`src/design/rcp_defs.vh`:
```
`ifndef RCP_DEFS_VH
`define RCP_DEFS_VH
// ****************************************
// register byte offsets
// ****************************************
`define RCP_OFS_GRP0       8'h00
`define RCP_OFS_SLP_CFG    8'h18
`define RCP_OFS_SLP_GRP_A  8'h1C
`define RCP_OFS_SLP_GRP_B  8'h20
`define RCP_OFS_GPO_CFG    8'h24
`define RCP_OFS_GPO_PG0    8'h28
`define RCP_OFS_IRQ_STAT   8'h38
`define RCP_OFS_IRQ_MASK   8'h3C
`define RCP_OFS_STATUS     8'h40
`define RCP_OFS_VNORM0     8'h80
`define RCP_OFS_VSLP0      8'hA0
// ****************************************
// field positions
// ****************************************
`define RCP_SLP_A_BIT      0
`define RCP_SLP_B_BIT      1
`define RCP_GPO_SRC_LSB    0
`define RCP_GPO_OD_LSB     4
`define RCP_GPO_SW_LSB     8
`define RCP_IRQ_PROG_BIT   0
`define RCP_IRQ_PGLOST_BIT 1
`define RCP_IRQ_SLEEP_BIT  2
`define RCP_IRQ_RAIL_BIT   3
`define RCP_ST_EN_LSB      0
`define RCP_ST_SLP_LSB     8
`define RCP_ST_PG_LSB      16
`define RCP_ST_PROG_BIT    24
// ****************************************
// reset values
// ****************************************
`define RCP_RST_GRP        8'h00
`define RCP_RST_SLP_CFG    2'h0
`define RCP_RST_GPO_CFG    12'h000
`define RCP_RST_PG_MASK    8'h00
`define RCP_RST_IRQ_MASK   4'h0
`define RCP_RST_VCODE      8'h00
`endif

```
`src/design/rcp_rail_ctrl.v`:
```
`timescale 1ns/1ps
`include "rcp_defs.vh"
// Summary of operation
// - control input rise enables group, fall disables
// - sleep input low sleeps group, high wakes
// - sleeping rail uses its own sleep voltage code
// - outputs one to three select open-drain or push-pull
// - general output shows group power-good or register bit
// - fourth general output is always open-drain
// - interrupt pin pulls low while interrupt pending, except while the programming level stands
// - fourth input at programming level enters programming
module rcp_rail_ctrl (
  input  wire        clk_i,
  input  wire        resetn_i,
  input  wire        ce_i,
  // register port
  input  wire [7:0]  reg_addr_i,
  input  wire [31:0] reg_wdata_i,
  input  wire        reg_wr_i,
  input  wire        reg_rd_i,
  output reg  [31:0] reg_rdata_o,
  // control pins
  input  wire        rail_ctrl_in_1_i,
  input  wire        rail_ctrl_in_2_i,
  input  wire        rail_ctrl_in_3_sleep_req_a_i,
  input  wire        rail_ctrl_in_4_prog_entry_i,
  input  wire        rail_ctrl_in_5_i,
  input  wire        rail_ctrl_in_6_sleep_req_b_i,
  input  wire        prog_level_det_i,
  // rail interface
  input  wire [7:0]  rail_pg_i,
  output reg  [7:0]  rail_en_o,
  output reg  [7:0]  rail_sleep_o,
  output reg  [63:0] rail_vcode_o,
  output reg         prog_mode_o,
  // general outputs
  output reg         gen_out_1_o,
  output reg         gen_out_1_oe_o,
  output reg         gen_out_2_o,
  output reg         gen_out_2_oe_o,
  output reg         gen_out_3_o,
  output reg         gen_out_3_oe_o,
  output reg         gen_out_4_od_o,
  output reg         gen_out_4_od_oe_o,
  // interrupt
  output reg         irq_out_n_o,
  output reg         irq_out_n_oe_o,
  output reg         irq_o
);
  // ****************************************
  // declarations
  // ****************************************
  wire [5:0]  ctl_s;             // synchronised control inputs
  wire        prog_s;            // synchronised programming level detect
  wire [7:0]  pg_s;              // synchronised power-good
  reg  [5:0]  ctl_prev_ff;       // last value for edge detection
  reg  [7:0]  pg_prev_ff;        // last power-good for loss events
  reg         slp_prev_a_ff;     // last sleep state of group a
  reg         slp_prev_b_ff;     // last sleep state of group b
  reg  [7:0]  grp_ff [0:5];      // rails assigned to each control input
  reg  [1:0]  slp_cfg_ff;        // sleep mode for inputs three and six
  reg  [7:0]  slp_grp_a_ff;      // rails put to sleep by input three
  reg  [7:0]  slp_grp_b_ff;      // rails put to sleep by input six
  reg  [11:0] gpo_cfg_ff;        // source, drive and software bits
  reg  [7:0]  gpo_pg_ff [0:3];   // power-good masks for each output
  reg  [3:0]  irq_stat_ff;       // sticky event bits
  reg  [3:0]  irq_mask_ff;       // 1 lets an event reach the pin
  reg  [7:0]  vnorm_ff [0:7];    // normal voltage codes
  reg  [7:0]  vslp_ff [0:7];     // sleep voltage codes
  reg  [7:0]  nxt_rail_en;
  reg  [7:0]  nxt_rail_sleep;
  reg  [63:0] nxt_vcode;
  reg  [3:0]  nxt_gpo_val;
  reg  [3:0]  irq_evt;
  reg  [31:0] nxt_rdata;
  reg  [5:0]  ctl_act;           // inputs acting as enables
  reg         sleep_a;
  reg         sleep_b;
  reg  [7:0]  on_mask;
  reg  [7:0]  off_mask;
  wire        wr_stat;
  integer     i;                 // loop index of the enable logic only
  integer     g;                 // loop index of the general outputs only
  integer     c;                 // loop index of the configuration registers only
  integer     r;                 // loop index of the read path only
  // one shared index would retrigger every always @* that reads it, a zero-time loop

  // ****************************************
  // pin synchronisation
  // ****************************************
  // all pins are asynchronous; a group must never see half an edge
  rcp_sync2 #(.W(15)) u_sync (
    .clk_i    (clk_i),
    .resetn_i (resetn_i),
    .ce_i     (ce_i),
    .d_i      ({rail_pg_i, prog_level_det_i,
                rail_ctrl_in_6_sleep_req_b_i, rail_ctrl_in_5_i,
                rail_ctrl_in_4_prog_entry_i, rail_ctrl_in_3_sleep_req_a_i,
                rail_ctrl_in_2_i, rail_ctrl_in_1_i}),
    .q_o      ({pg_s, prog_s, ctl_s})
  );

  // ****************************************
  // rail enable and sleep logic
  // ****************************************
  always @* begin
    ctl_act = 6'h3F;
    // inputs in sleep mode stop acting as enables
    if (slp_cfg_ff[`RCP_SLP_A_BIT]) ctl_act[2] = 1'b0;
    if (slp_cfg_ff[`RCP_SLP_B_BIT]) ctl_act[5] = 1'b0;
    // the programming level would read as a rise; keep rails quiet
    if (prog_s || prog_mode_o) ctl_act[3] = 1'b0;
    on_mask  = 8'h00;
    off_mask = 8'h00;
    for (i = 0; i < 6; i = i + 1) begin
      if (ctl_act[i] && ctl_s[i] && !ctl_prev_ff[i]) begin
        on_mask = on_mask | grp_ff[i];
      end
      if (ctl_act[i] && !ctl_s[i] && ctl_prev_ff[i]) begin
        off_mask = off_mask | grp_ff[i];
      end
    end
    // turn-on wins when two inputs disagree in one cycle
    nxt_rail_en = (rail_en_o & ~off_mask) | on_mask;
    // sleep request is active low
    sleep_a = slp_cfg_ff[`RCP_SLP_A_BIT] & ~ctl_s[2];
    sleep_b = slp_cfg_ff[`RCP_SLP_B_BIT] & ~ctl_s[5];
    nxt_rail_sleep = ({8{sleep_a}} & slp_grp_a_ff) | ({8{sleep_b}} & slp_grp_b_ff);
    for (i = 0; i < 8; i = i + 1) begin
      nxt_vcode[i*8 +: 8] = nxt_rail_sleep[i] ? vslp_ff[i] : vnorm_ff[i];
    end
  end

  // ****************************************
  // general output values
  // ****************************************
  always @* begin
    for (g = 0; g < 4; g = g + 1) begin
      if (gpo_cfg_ff[`RCP_GPO_SRC_LSB + g]) begin
        nxt_gpo_val[g] = gpo_cfg_ff[`RCP_GPO_SW_LSB + g];
      end else begin
        // unselected rails count as good; empty mask reads high
        nxt_gpo_val[g] = &(pg_s | ~gpo_pg_ff[g]);
      end
    end
  end

  // ****************************************
  // interrupt events
  // ****************************************
  always @* begin
    irq_evt = 4'h0;
    irq_evt[`RCP_IRQ_PROG_BIT]   = prog_s & ~prog_mode_o;
    irq_evt[`RCP_IRQ_PGLOST_BIT] = |(pg_prev_ff & ~pg_s & rail_en_o);
    irq_evt[`RCP_IRQ_SLEEP_BIT]  = (sleep_a ^ slp_prev_a_ff) | (sleep_b ^ slp_prev_b_ff);
    irq_evt[`RCP_IRQ_RAIL_BIT]   = |(nxt_rail_en ^ rail_en_o);
  end

  assign wr_stat = reg_wr_i && (reg_addr_i == `RCP_OFS_IRQ_STAT);

  // ****************************************
  // state and output registers
  // ****************************************
  always @(posedge clk_i or negedge resetn_i) begin
    if (!resetn_i) begin
      ctl_prev_ff       <= 6'h00;
      pg_prev_ff        <= 8'h00;
      slp_prev_a_ff     <= 1'b0;
      slp_prev_b_ff     <= 1'b0;
      rail_en_o         <= 8'h00;
      rail_sleep_o      <= 8'h00;
      rail_vcode_o      <= 64'h0000000000000000;
      prog_mode_o       <= 1'b0;
      irq_stat_ff       <= 4'h0;
      gen_out_1_o       <= 1'b0;
      gen_out_1_oe_o    <= 1'b0;
      gen_out_2_o       <= 1'b0;
      gen_out_2_oe_o    <= 1'b0;
      gen_out_3_o       <= 1'b0;
      gen_out_3_oe_o    <= 1'b0;
      gen_out_4_od_o    <= 1'b0;
      gen_out_4_od_oe_o <= 1'b0;
      irq_out_n_o       <= 1'b0;
      irq_out_n_oe_o    <= 1'b0;
      irq_o             <= 1'b0;
    end else if (ce_i) begin
      ctl_prev_ff   <= ctl_s;
      pg_prev_ff    <= pg_s;
      slp_prev_a_ff <= sleep_a;
      slp_prev_b_ff <= sleep_b;
      rail_en_o     <= nxt_rail_en;
      rail_sleep_o  <= nxt_rail_sleep;
      rail_vcode_o  <= nxt_vcode;
      prog_mode_o   <= prog_s;
      // write-one clears, but a new event in the same cycle survives
      if (wr_stat) begin
        irq_stat_ff <= (irq_stat_ff & ~reg_wdata_i[3:0]) | irq_evt;
      end else begin
        irq_stat_ff <= irq_stat_ff | irq_evt;
      end
      // push-pull drives the value; open-drain only pulls low
      gen_out_1_o    <= gpo_cfg_ff[`RCP_GPO_OD_LSB]     ? 1'b0 : nxt_gpo_val[0];
      gen_out_1_oe_o <= gpo_cfg_ff[`RCP_GPO_OD_LSB]     ? ~nxt_gpo_val[0] : 1'b1;
      gen_out_2_o    <= gpo_cfg_ff[`RCP_GPO_OD_LSB + 1] ? 1'b0 : nxt_gpo_val[1];
      gen_out_2_oe_o <= gpo_cfg_ff[`RCP_GPO_OD_LSB + 1] ? ~nxt_gpo_val[1] : 1'b1;
      gen_out_3_o    <= gpo_cfg_ff[`RCP_GPO_OD_LSB + 2] ? 1'b0 : nxt_gpo_val[2];
      gen_out_3_oe_o <= gpo_cfg_ff[`RCP_GPO_OD_LSB + 2] ? ~nxt_gpo_val[2] : 1'b1;
      gen_out_4_od_o    <= 1'b0;
      gen_out_4_od_oe_o <= ~nxt_gpo_val[3];
      // the pin never drives high, so the 7 V supply is not fought
      irq_out_n_o    <= 1'b0;
      irq_out_n_oe_o <= |(irq_stat_ff & irq_mask_ff) & ~prog_s;
      irq_o          <= |(irq_stat_ff & irq_mask_ff);
    end
  end

  // ****************************************
  // configuration registers
  // ****************************************
  always @(posedge clk_i or negedge resetn_i) begin
    if (!resetn_i) begin
      for (c = 0; c < 6; c = c + 1) begin
        grp_ff[c] <= `RCP_RST_GRP;
      end
      for (c = 0; c < 4; c = c + 1) begin
        gpo_pg_ff[c] <= `RCP_RST_PG_MASK;
      end
      for (c = 0; c < 8; c = c + 1) begin
        vnorm_ff[c] <= `RCP_RST_VCODE;
        vslp_ff[c]  <= `RCP_RST_VCODE;
      end
      slp_cfg_ff   <= `RCP_RST_SLP_CFG;
      slp_grp_a_ff <= `RCP_RST_GRP;
      slp_grp_b_ff <= `RCP_RST_GRP;
      gpo_cfg_ff   <= `RCP_RST_GPO_CFG;
      irq_mask_ff  <= `RCP_RST_IRQ_MASK;
    end else if (ce_i && reg_wr_i) begin
      // word offsets built at eight bits so the compare stays address-wide
      for (c = 0; c < 6; c = c + 1) begin
        if (reg_addr_i == (`RCP_OFS_GRP0 + {c[5:0], 2'b00})) grp_ff[c] <= reg_wdata_i[7:0];
      end
      for (c = 0; c < 4; c = c + 1) begin
        if (reg_addr_i == (`RCP_OFS_GPO_PG0 + {c[5:0], 2'b00})) gpo_pg_ff[c] <= reg_wdata_i[7:0];
      end
      for (c = 0; c < 8; c = c + 1) begin
        if (reg_addr_i == (`RCP_OFS_VNORM0 + {c[5:0], 2'b00})) vnorm_ff[c] <= reg_wdata_i[7:0];
        if (reg_addr_i == (`RCP_OFS_VSLP0 + {c[5:0], 2'b00}))  vslp_ff[c]  <= reg_wdata_i[7:0];
      end
      case (reg_addr_i)
        `RCP_OFS_SLP_CFG:   slp_cfg_ff   <= reg_wdata_i[1:0];
        `RCP_OFS_SLP_GRP_A: slp_grp_a_ff <= reg_wdata_i[7:0];
        `RCP_OFS_SLP_GRP_B: slp_grp_b_ff <= reg_wdata_i[7:0];
        `RCP_OFS_GPO_CFG:   gpo_cfg_ff   <= reg_wdata_i[11:0];
        `RCP_OFS_IRQ_MASK:  irq_mask_ff  <= reg_wdata_i[3:0];
        default: ;
      endcase
    end
  end

  // ****************************************
  // read path
  // ****************************************
  // unmapped addresses read zero; no side effect on read
  always @* begin
    nxt_rdata = 32'h00000000;
    for (r = 0; r < 6; r = r + 1) begin
      if (reg_addr_i == (`RCP_OFS_GRP0 + {r[5:0], 2'b00})) nxt_rdata[7:0] = grp_ff[r];
    end
    for (r = 0; r < 4; r = r + 1) begin
      if (reg_addr_i == (`RCP_OFS_GPO_PG0 + {r[5:0], 2'b00})) nxt_rdata[7:0] = gpo_pg_ff[r];
    end
    for (r = 0; r < 8; r = r + 1) begin
      if (reg_addr_i == (`RCP_OFS_VNORM0 + {r[5:0], 2'b00})) nxt_rdata[7:0] = vnorm_ff[r];
      if (reg_addr_i == (`RCP_OFS_VSLP0 + {r[5:0], 2'b00}))  nxt_rdata[7:0] = vslp_ff[r];
    end
    case (reg_addr_i)
      `RCP_OFS_SLP_CFG:   nxt_rdata[1:0]  = slp_cfg_ff;
      `RCP_OFS_SLP_GRP_A: nxt_rdata[7:0]  = slp_grp_a_ff;
      `RCP_OFS_SLP_GRP_B: nxt_rdata[7:0]  = slp_grp_b_ff;
      `RCP_OFS_GPO_CFG:   nxt_rdata[11:0] = gpo_cfg_ff;
      `RCP_OFS_IRQ_STAT:  nxt_rdata[3:0]  = irq_stat_ff;
      `RCP_OFS_IRQ_MASK:  nxt_rdata[3:0]  = irq_mask_ff;
      `RCP_OFS_STATUS: begin
        nxt_rdata[`RCP_ST_EN_LSB +: 8]  = rail_en_o;
        nxt_rdata[`RCP_ST_SLP_LSB +: 8] = rail_sleep_o;
        nxt_rdata[`RCP_ST_PG_LSB +: 8]  = pg_s;
        nxt_rdata[`RCP_ST_PROG_BIT]     = prog_mode_o;
      end
      default: ;
    endcase
  end

  // read data stands only in the cycle after the strobe
  always @(posedge clk_i or negedge resetn_i) begin
    if (!resetn_i) begin
      reg_rdata_o <= 32'h00000000;
    end else if (ce_i) begin
      reg_rdata_o <= reg_rd_i ? nxt_rdata : 32'h00000000;
    end
  end
endmodule // rcp_rail_ctrl

```
`src/design/rcp_sync2.v`:
```
`timescale 1ns/1ps
// two-stage synchroniser for a bundle of independent levels
module rcp_sync2 #(
  parameter W = 1
) (
  input  wire         clk_i,
  input  wire         resetn_i,
  input  wire         ce_i,
  input  wire [W-1:0] d_i,
  output wire [W-1:0] q_o
);
  reg [W-1:0] meta_ff;  // first stage, read only by second stage
  reg [W-1:0] sync_ff;  // second stage, safe to use

  // ****************************************
  // capture
  // ****************************************
  always @(posedge clk_i or negedge resetn_i) begin
    if (!resetn_i) begin
      meta_ff <= {W{1'b0}};
      sync_ff <= {W{1'b0}};
    end else if (ce_i) begin
      meta_ff <= d_i;
      sync_ff <= meta_ff;
    end
  end

  assign q_o = sync_ff;
endmodule // rcp_sync2

```
`config.mk`:
```
export PLATFORM = sky130hd
export DESIGN_NAME = rcp_rail_ctrl
export DESIGN_NICKNAME = d
export VERILOG_FILES = /design/src/design/rcp_rail_ctrl.v /design/src/design/rcp_sync2.v
export VERILOG_INCLUDE_DIRS = /design/src /design/src/design
export SDC_FILE = /design/constraint.sdc
export NUM_CORES = 1
export LEC_CHECK = 0
export BUFFER_PORTS_ARGS = -buffer_cell sky130_fd_sc_hd__buf_2
export CORE_MARGIN = 2
export CORE_UTILIZATION = 60
export DETAILED_ROUTE_END_ITERATION = 16
export MAX_ROUTING_LAYER = met4
export PLACE_DENSITY_LB_ADDON = 0.15
export SYNTH_ARGS = -nofsm -noshare
export SYNTH_HDL_FRONTEND = slang
export SYNTH_SLANG_ARGS = --single-unit
```
`constraint.sdc`:
```
create_clock -name clk_i -period 2.4 [get_ports clk_i]
set_input_delay 0.12 -clock clk_i [delete_from_list [all_inputs] [get_ports clk_i]]
set_output_delay 0.12 -clock clk_i [all_outputs]
set_load 0.01 [all_outputs]
```
After elaboration in Yosys (flattened, before gate mapping)
Index checks and enable logic that the tools add are counted.
- logic and storage cells: 270
- output and inout port bits: 124
- input bits: 60
- register bits: 414
- equal/unequal tests: 32
- bitwise logic cells: 48
- reductions and logical operators: 72
- mux-type cells: 66
- operators by type and width (operator ; number):
    2-to-1 mux 8 bit ; 46
    equality test 8 bit (second input constant) ; 16
    OR 8 bit ; 16
    equality test 8 x 6 -> 1 bit (second input constant) ; 8
    AND reduction 2 bit ; 31
    NOT 8 bit ; 6
    AND 8 bit ; 5
    equality test 8 x 5 -> 1 bit (second input constant) ; 4
    AND reduction 8 bit ; 4
    2-to-1 mux 25 bit ; 1
    logical AND 1 bit ; 20
    equality test 8 x 4 -> 1 bit (second input constant) ; 2
    case mux 4 bit (4 select lines) ; 1
    OR reduction 8 bit ; 2
    case mux 2 bit (7 select lines) ; 1
    2-to-1 mux 1 bit ; 13
    2-to-1 mux 13 bit ; 1
    zero test 1 bit ; 12
    case mux 2 bit (6 select lines) ; 1
    AND 4 bit ; 2
    equality test 8 x 3 -> 1 bit (second input constant) ; 1
    equality test 8 x 7 -> 1 bit (second input constant) ; 1
    zero test 8 bit ; 1
    NOT 1 bit ; 8
    other kinds (10) ; 15

Depth between registers and ports, before layout
Gate-level depths: netlist of run 1.
- depth in word-level cells: 29
- depth in mapped cells: 10
- gate-level depth less buffers: 7

Cells and area by module
Synthesis of run 1 repeated with hierarchy kept, for this count alone.
- cell total of the unflattened synthesis: 1750
- area total of the unflattened synthesis: 19997.9 um^2
- by module, submodules not included (module ; cells each ; area an instance (um^2) ; instances):
    rcp_rail_ctrl ; 1687 ; 18763.0 ; 1
    rcp_sync2 ; 63 ; 1234.9 ; 1

Worst setup path before layout of run 1
OpenSTA, ideal clock, no wires.
- path type: register to register
- start: reg u_sync.sync_ff[6], in the netlist u_sync.q_o[6]
- end: reg irq_stat_ff[3]
- path buffers: 1
- arrival time: 1.982 ns
- period minus slack after synthesis: 2.103 ns
- stages on the path, launching flop included: 9
- path slack: 0.297 ns
- cells stage by stage: dfrtp_1 -> clkbuf_1 -> nor4b_2 -> a22oi_1 -> nand3_1 -> o21ai_0 -> a221oi_1 -> nand4_1 -> a22o_1
- cells in the longest elaborated chain, start to end: 16
- elaborated cells between the ends (all ways): 24
- classes of those cells: mux: 8; bitwise: 10; reduce/logical: 6
- ends and longest elaborated chain (what ; line ; RTL):
    start: declaration ; rcp_sync2.v:13 ; reg [W-1:0] sync_ff;
    start signal: assignment ; rcp_sync2.v:21 ; sync_ff <= {W{1'b0}};
    start signal: assignment ; rcp_sync2.v:24 ; sync_ff <= meta_ff;
    logical OR 1 bit (*) ; rcp_rail_ctrl.v:112 ; if (prog_s || prog_mode_o) ctl_act[3] = 1'b0;
    2-to-1 mux 1 bit (*) ; rcp_rail_ctrl.v:112 ;
    logical AND 1 bit (2 in a row) ; rcp_rail_ctrl.v:119 ; if (ctl_act[i] && !ctl_s[i] && ctl_prev_ff[i]) begin
    2-to-1 mux 8 bit ; rcp_rail_ctrl.v:119 ;
    OR 8 bit ; rcp_rail_ctrl.v:120 ; off_mask = off_mask | grp_ff[i];
    2-to-1 mux 8 bit ; rcp_rail_ctrl.v:119 ;
    OR 8 bit ; rcp_rail_ctrl.v:120 ;
    2-to-1 mux 8 bit ; rcp_rail_ctrl.v:119 ;
    NOT 8 bit ; rcp_rail_ctrl.v:124 ; nxt_rail_en = (rail_en_o & ~off_mask) | on_mask;
    AND 8 bit ; rcp_rail_ctrl.v:124 ;
    OR 8 bit (*) ; rcp_rail_ctrl.v:124 ;
    bitwise XOR 8 bit (*) ; rcp_rail_ctrl.v:156 ; irq_evt[`RCP_IRQ_RAIL_BIT] = |(nxt_rail_en ^ rail_en_o);
    OR reduction 8 bit (*) ; rcp_rail_ctrl.v:156 ;
    OR 4 bit (on tied branches) ; rcp_rail_ctrl.v:199, rcp_rail_ctrl.v:197 ;
    2-to-1 mux 4 bit (*) ; rcp_rail_ctrl.v:196 ; if (wr_stat) begin
    end signal: assignment ; rcp_rail_ctrl.v:197 ; irq_stat_ff <= (irq_stat_ff & ~reg_wdata_i[3:0]) | irq_evt;
    end signal: assignment ; rcp_rail_ctrl.v:199 ; irq_stat_ff <= irq_stat_ff | irq_evt;
    end: declaration ; rcp_rail_ctrl.v:66 ; reg [3:0] irq_stat_ff;
Every way passes the cells marked *; elsewhere a longest branch is shown, timed or not.
A chain may end at the register's enable or synchronous reset.

Worst setup path in the final report of run 1
- start: reg grp_ff[45] (netlist bit)
- end: reg reg_rdata_o[5]
- cells in the longest elaborated chain, start to end: 28
- ends and longest elaborated chain (what ; line ; RTL):
    start: declaration ; rcp_rail_ctrl.v:60 ; reg [7:0] grp_ff [0:5];
    start signal: indexed assignment ; rcp_rail_ctrl.v:223 ; grp_ff[c] <= `RCP_RST_GRP;
    start signal: indexed assignment ; rcp_rail_ctrl.v:240 ; if (reg_addr_i == (`RCP_OFS_GRP0 + {c[5:0], 2'b00})) grp_ff[c] <= reg_wdata_i[7:0];
    2-to-1 mux 8 bit (6 in a row) ; rcp_rail_ctrl.v:267 ; if (reg_addr_i == (`RCP_OFS_GRP0 + {r[5:0], 2'b00})) nxt_rdata[7:0] = grp_ff[r];
    2-to-1 mux 8 bit (4 in a row) ; rcp_rail_ctrl.v:270 ; if (reg_addr_i == (`RCP_OFS_GPO_PG0 + {r[5:0], 2'b00})) nxt_rdata[7:0] = gpo_pg_ff[r];
    2-to-1 mux 8 bit ; rcp_rail_ctrl.v:273 ; if (reg_addr_i == (`RCP_OFS_VNORM0 + {r[5:0], 2'b00})) nxt_rdata[7:0] = vnorm_ff[r];
    2-to-1 mux 8 bit ; rcp_rail_ctrl.v:274 ; if (reg_addr_i == (`RCP_OFS_VSLP0 + {r[5:0], 2'b00})) nxt_rdata[7:0] = vslp_ff[r];
    2-to-1 mux 8 bit ; rcp_rail_ctrl.v:273 ;
    2-to-1 mux 8 bit ; rcp_rail_ctrl.v:274 ;
    2-to-1 mux 8 bit ; rcp_rail_ctrl.v:273 ;
    2-to-1 mux 8 bit ; rcp_rail_ctrl.v:274 ;
    [... 4 more ...] ; n/a ;
    2-to-1 mux 8 bit ; rcp_rail_ctrl.v:273 ;
    2-to-1 mux 8 bit ; rcp_rail_ctrl.v:274 ;
    2-to-1 mux 8 bit ; rcp_rail_ctrl.v:273 ;
    2-to-1 mux 8 bit ; rcp_rail_ctrl.v:274 ;
    2-to-1 mux 8 bit ; rcp_rail_ctrl.v:273 ;
    2-to-1 mux 8 bit ; rcp_rail_ctrl.v:274 ;
    case mux 4 bit (4 select lines) ; rcp_rail_ctrl.v:276 ; case (reg_addr_i)
    2-to-1 mux 25 bit ; rcp_rail_ctrl.v:298 ; reg_rdata_o <= reg_rd_i ? nxt_rdata : 32'h00000000;
    end signal: assignment ; rcp_rail_ctrl.v:298 ;
    end: declaration ; rcp_rail_ctrl.v:21 ; output reg [31:0] reg_rdata_o,
Every way passes these cells.

==> impl_metrics.env, run 1 <==
export IMPL_seq_area_frac_synth_pct=51.9
export IMPL_routedWlPerCell_um=25.8
export IMPL_drc_errors=0
export IMPL_ir_worst_vdd_mv=0.634
export IMPL_wl_mm=62.5
export IMPL_relSlewSlack_pct=38.6
export IMPL_hold_viol=0
export IMPL_p_leak_nw=10.9
export IMPL_tritoncts="done"
export IMPL_synth_cell_type_count=81
export IMPL_dr_pass1_iters=6
export IMPL_switching_share_pct=26.2
export IMPL_vias=15669
export IMPL_setup_viol=0
export IMPL_clock_sinks=407
export IMPL_io_buffer_count=154
export IMPL_grt_pass1_vias=15603
export IMPL_tightest_slew_ns=0.920
export IMPL_h_tree_depth=2
export IMPL_core_area_sq_um=32400
export IMPL_avgSynthCellArea_sq_um=11.7
export IMPL_synth_top_flop_cell="dfrtp_1"
export IMPL_fin_crit_sh_pct=97.6
export IMPL_nFillCells=2352
export IMPL_area_growth_pct=20.1
export IMPL_internal_power_w=0.0121
export IMPL_cts_buffers=42
export IMPL_rsz0062_at_grt="no"
export IMPL_final_common_cell="dfrtp_1"
export IMPL_dp_hpwl_mm=45.0
export IMPL_switchingPower_w=0.00430
export IMPL_comb_power_share_pct=13.3
export IMPL_rr_worst_depth=8
export IMPL_grt_max_degree=121
export IMPL_fp_dieH_um=185
export IMPL_path_buf_inv=1
export IMPL_setup_slack_ns=0.0580
export IMPL_postCtsSetupBuffers=0
export IMPL_layout_common_cells="dfrtp_1 (407), mux2_2 (284), buf_4 (155), buf_2 (152), nor2_1 (111)"
export IMPL_crit_required_ns=2.86
export IMPL_worst_setup_path_type="flip-flop to flip-flop"
export IMPL_initial_core_util_pct=60.6
export IMPL_clock_fmax_mhz=427
export IMPL_dr_first_iter_drc_count=1783
export IMPL_rr_endpoint="reg_rdata_o[5]"
export IMPL_setup_worst_path_start_class="flip-flop"
export IMPL_p_per_area_nw_per_um2=698
export IMPL_synthArstFlopShare_pct=100
export IMPL_drv_slew=0
export IMPL_dieArea_sq_um=34200
export IMPL_grt_first_pass_wirelength_mm=94.3
export IMPL_detail_route_antenna_nets=0
export IMPL_period_needed_ns=2.34
export IMPL_finClkSkew_ns=0.0187
export IMPL_cts_root_buf="clkbuf_16"
export IMPL_cp_arrival_ns=2.80
export IMPL_power_share_sequential_pct=45.7
export IMPL_max_cap_violations=0
export IMPL_worstReg2RegStart="grp_ff[45]"
export IMPL_holdCritPathClass="input port to asynchronous set/reset pin"
export IMPL_grtUsageTotal_pct=38.1
export IMPL_grt_overflow_total=0
export IMPL_rrSetupSlack_ns=0.06
export IMPL_dp_slack_ns=-0.0942
export IMPL_die_w_um=185
export IMPL_yosysWarnings=0
export IMPL_antenna_found_initial=7
export IMPL_clk_latency_ns=0.54
export IMPL_core_rowCount=66
export IMPL_cts_clk_slew_worst_paths_ns=0.06
export IMPL_power_frac_clock_pct=41.0
export IMPL_crit_chain="mux4_2, nand3_1, a211oi_1, a2111oi_2, buf_4, a221oi_1, a211oi_1, o2bb2ai_1"
export IMPL_gp_congestion=1.03
export IMPL_cp_slowest_stage_delay_ns=0.48
export IMPL_critPathTopFamily="compound AO/OA/AOI/OAI gates"
export IMPL_num_io_pins=184
export IMPL_clk_path_buf_depth=3
export IMPL_viasPerCell=6.46
export IMPL_ys_ff_latch=407
export IMPL_synthCells=1681
export IMPL_crit_path_end_kind="flip-flop"
export IMPL_critical_path_max_fanout=4
export IMPL_synth_area_sq_um=19600
export IMPL_cp_common_cell="a211oi_1"
export IMPL_cpMaxStageDelayCell="a211oi_1"
export IMPL_synth_edf_count=0
export IMPL_whs_ns=0.130
export IMPL_final_nets=2008
export IMPL_drive_above_1_share_pct=37.4
export IMPL_status="completed"
==> worst reg2reg max path, stage by stage, from the launching register on <==
cell and delay, ns:
dfrtp_1 0.44, mux4_2 0.31, nand3_1 0.09, a211oi_1 0.48
a2111oi_2 0.11, buf_4 0.18, a221oi_1 0.44, a211oi_1 0.09
o2bb2ai_1 0.15
==> final cells by class <==
| type | count | area, sq um | share of cell area, % |
|---|---|---|---|
| diodes | 7 | 17.5 | 0.0743 |
| well taps | 442 | 553 | 2.35 |
| repair buffers | 345 | 2450 | 10.4 |
| flip-flops and latches | 407 | 10200 | 43.2 |
| clock inverters | 15 | 194 | 0.823 |
| multi-input cells | 1124 | 8820 | 37.4 |
| clock buffers | 58 | 1240 | 5.27 |
| inverters | 28 | 105 | 0.446 |
==> per-layer routing <==
layer / global-route usage [%] / wire, um / up-vias
li1: - / - / 6783
met4: 14.1 / 2450 / 0
met3: 6.55 / 5160 / 158
met2: 55.7 / 28000 / 744
met1: 53.7 / 26900 / 7984
met5: - / 0 / -
==> what timing repair did <==
item / in CTS / in global routing
gates resized for setup: 2 / 7
setup endpoints to repair: 1 / 2
hold endpoints to repair: 196 / 0
hold buffers: 22 / 0
cloned: 0 / 0
pin swaps: 0 / 2
==> sequential cells by signal (all words and copies together) (netlist names), 2 cells and up <==
register	flops
irq_mask_ff	4
vslp_ff	64
u_sync.meta_ff	15
irq_stat_ff	4
grp_ff	48
rail_sleep_o	8
ctl_prev_ff	6
rail_en_o	8
vnorm_ff	64
slp_grp_a_ff	8
gpo_pg_ff	32
reg_rdata_o	25
slp_cfg_ff	2
rail_vcode_o	64
pg_prev_ff	8
slp_grp_b_ff	8
u_sync.q_o	15
gpo_cfg_ff	12
==> worst max-delay path by stage <==
| stage | start | to | slack (ns) | depth (start not counted) |
|---|---|---|---|---|
| 4_1_cts | u_sync.q_o[3] | irq_stat_ff[3] | 0.03 | 9 |
| 6_report | grp_ff[45] | reg_rdata_o[5] | 0.06 | 8 |
| 3_5_place_dp | reg_addr_i[2] | reg_rdata_o[5] | -0.09 | 11 |
| 3_3_place_gp | reg_addr_i[2] | reg_rdata_o[4] | -0.02 | 10 |
| 5_1_grt | u_sync.q_o[4] | irq_stat_ff[3] | 0.01 | 8 |
| 2_1_floorplan | u_sync.q_o[6] | irq_stat_ff[3] | 0.30 | 8 |
==> power groups by stage <==
stage	Clock [W]	Sequential, W	Combinational, W
global route	0.00707	0.00754	0.00235
CTS	0.00679	0.00750	0.00213
floorplan	0	0.00762	0.000966
finish	0.00674	0.00751	0.00218
detailed placement	0	0.00762	0.00209
global placement	0	0.00761	0.00205
==> cells by family (layout without fill, tap and decap cells) <==
kind of cell           Yosys count  after routing  synth area share [%]
buffers and inverters          158            446                  3.70
AO/OA/AOI/OAI                  378            378                  13.3
multiplexers                   359            359                  20.6
other                            1             16                0.0191
flip-flops                     407            407                  51.9
XOR/XNOR                         2              2                0.0893
AND/OR/NAND/NOR                376            376                  10.4
==> synth_stat cells, types with 6 or more instances <==
cell type,count,area share [%]
nor3_1,13,0.33
o2bb2ai_1,6,0.27
clkbuf_1,75,1.4
a31oi_1,7,0.22
a222oi_1,21,1.1
inv_1,28,0.54
nor2_2,11,0.35
nand4_1,15,0.48
o211ai_1,8,0.31
a221o_1,6,0.31
a211oi_1,15,0.57
nand2_1,95,1.8
nor4b_2,6,0.46
a22o_1,40,1.8
buf_2,28,0.71
nand3b_1,26,0.99
mux4_2,8,0.92
a22oi_1,42,1.6
o22ai_1,10,0.32
buf_1,7,0.13
mux2_2,284,16
o21ai_0,66,1.7
nor2_1,111,2.1
buf_6,6,0.34
buf_4,14,0.54
a21oi_1,103,2.6
dfrtp_1,407,52
nor2b_1,10,0.32
mux2i_1,67,3.4
a221oi_1,24,1.1
nand3_1,29,0.74
==> stage by stage <==
step                utilization (%)  std cells  area (sq um)  TNS (ns)  total power [W]
finish                         72.8       2426         23600         0           0.0164
floorplan                         -       1689         19700         0          0.00859
detailed placement             67.5       2324         21800    -0.413          0.00971
CTS                            72.6       2419         23500         0           0.0164
global placement               67.5       2324         21800   -0.0227          0.00966
global route                   72.8       2426         23600         0           0.0170
Power figures use the tool's default switching activity.
==> run 2: changes to the inputs <==
Settings changed: CELL_PAD_IN_SITES_DETAIL_PLACEMENT set to 1, CELL_PAD_IN_SITES_GLOBAL_PLACEMENT set to 2, CORE_UTILIZATION 60 to 40.
==> impl_metrics.env, run 2 (synthesis gave the netlist of run 1 again) <==
export IMPL_post_dp_cell_area_sq_um=22500
export IMPL_drc_errors=0
export IMPL_routedWlPerCell_um=27.9
export IMPL_grtUsageTotal_pct=30.4
export IMPL_placed_cells=2554
export IMPL_drive_above_1_share_pct=39.1
export IMPL_dr_first_iter_drc_count=1266
export IMPL_grt_overflow_total=0
export IMPL_crit_required_ns=2.86
export IMPL_initial_core_util_pct=40.3
export IMPL_fin_crit_sh_pct=98.8
export IMPL_path_buf_inv=2
export IMPL_io_buffer_count=154
export IMPL_worst_setup_path_type="flip-flop to flip-flop"
export IMPL_vias=15581
export IMPL_final_nets=2062
export IMPL_dieArea_sq_um=50900
export IMPL_gp_congestion=0.915
export IMPL_clk_path_buf_depth=3
export IMPL_cts_buffers=46
export IMPL_detail_route_antenna_nets=0
export IMPL_tritoncts="done"
export IMPL_clock_fmax_mhz=422
export IMPL_cp_slowest_stage_delay_ns=0.52
export IMPL_h_tree_depth=2
export IMPL_rsz0062_at_grt="no"
export IMPL_seqCellArea_sq_um=10200
export IMPL_tightest_slew_ns=0.975
export IMPL_clk_latency_ns=0.58
export IMPL_p_per_area_nw_per_um2=705
export IMPL_ir_worst_vdd_mv=0.434
export IMPL_top_regs="rail_vcode_o (64), vnorm_ff (64), vslp_ff (64)"
export IMPL_dr_pass1_iters=6
export IMPL_dp_hpwl_mm=55.0
export IMPL_final_cells=2663
export IMPL_drv_slew=0
export IMPL_critical_path_max_fanout=4
export IMPL_rrSetupSlack_ns=0.03
export IMPL_grt_first_pass_wirelength_mm=111
export IMPL_status="completed"
export IMPL_grt_max_degree=134
export IMPL_finalSetupTns_ns=0
export IMPL_multi_input_area_sq_um=8820
export IMPL_hold_viol=0
export IMPL_relSlewSlack_pct=35.0
export IMPL_p_leak_nw=11.3
export IMPL_layout_common_cells="dfrtp_1 (406), mux2_2 (284), buf_4 (204), buf_2 (152), nor2_1 (111)"
export IMPL_holdCritPathClass="input port to flip-flop"
export IMPL_num_io_pins=184
export IMPL_wl_mm=74.2
export IMPL_finClkSkew_ns=0.0159
export IMPL_setup_worst_path_start_class="flip-flop"
export IMPL_die_w_um=226
export IMPL_setup_viol=0
export IMPL_clock_sinks=407
export IMPL_antenna_found_initial=2
export IMPL_nFillCells=5153
export IMPL_grt_pass1_vias=16670
export IMPL_viasPerCell=5.85
export IMPL_final_common_cell="dfrtp_1"
export IMPL_core_area_sq_um=48600
export IMPL_critPathTopFamily="compound AO/OA/AOI/OAI gates"
export IMPL_crit_chain="mux4_2, nand3_1, a211oi_1, buf_4, a2111oi_1, a221oi_1, buf_4, a211oi_1, o2bb2ai_1"
export IMPL_core_rowCount=81
export IMPL_period_needed_ns=2.37
export IMPL_cts_clk_slew_worst_paths_ns=0.07
export IMPL_area_growth_pct=24.0
export IMPL_fp_dieH_um=226
export IMPL_final_util_pct=50.0
export IMPL_cp_arrival_ns=2.83
export IMPL_crit_path_end_kind="flip-flop"
export IMPL_cpMaxStageDelayCell="mux4_2"
export IMPL_final_area_sq_um=24300
export IMPL_cts_root_buf="clkbuf_16"
export IMPL_max_cap_violations=0
export IMPL_power_w=0.0172
## run 2: path summary, 6_finish.rpt
| kind | cells past startpoint | end | start |
|---|---|---|---|
| max reg2reg | 9 | reg_rdata_o[5] | grp_ff[37] |
| min | 4 | reg_rdata_o[6] | reg_rd_i |
| max in group asynchronous | 3 | rail_vcode_o[9] | resetn_i |
| min reg2reg | 1 | reg_rdata_o[9] | reg_rdata_o[9] |
| min in group asynchronous | 2 | u_sync.meta_ff[1] | resetn_i |
| max | 9 | reg_rdata_o[5] | grp_ff[37] |
## run 2: stage by stage
stage                     hold WS [ns]  setup slack (ns)
after detailed placement        0.0885            -0.283
after global placement          0.0820            -0.299
after global routing            0.0431           0.00250
after CTS                       0.0243            0.0159
after floorplan                 -0.176             0.297
final                           0.0458            0.0296
## run 2: area by class of cell
cell class / count / share of cell area (%)
well taps: 622 / 3.20
multi-input cells: 1124 / 36.3
repair buffers: 395 / 11.7
flip-flops and latches: 407 / 41.9
inverters: 28 / 0.432
clock buffers: 66 / 5.53
diodes: 3 / 0.0309
clock inverters: 18 / 1.00
## run 2: tightest hold or removal path: cells and delay by family
kind | cells | cell delay (ns)
buffers and inverters | 2 | 0.28
AOI/OAI and AO/OA | 2 | 0.18
## run 2: where the power goes
group	switching [W]	leakage, nW	internal, W
clock	0.00294	0.785	0.00445
sequential	0.000345	5.38	0.00722
combinational	0.00132	5.10	0.000887
total	0.00460	11.3	0.0126
## run 2: timing repair
item / in CTS / in global routing
endpoints found under the setup margin: 2 / 3
buffers inserted: 0 / 0
hold endpoints to repair: 310 / 0
pin swaps: 0 / 5
hold buffers: 22 / 0
resized for setup: 2 / 7
## run 2: metal layers
metal,global-route usage [%],share of wire (%),up-vias
met1,38.5,43,8178
met5,-,0,-
met4,7.24,2.2,0
li1,-,-,6891
met3,4.05,4.4,96
met2,52.0,50,416
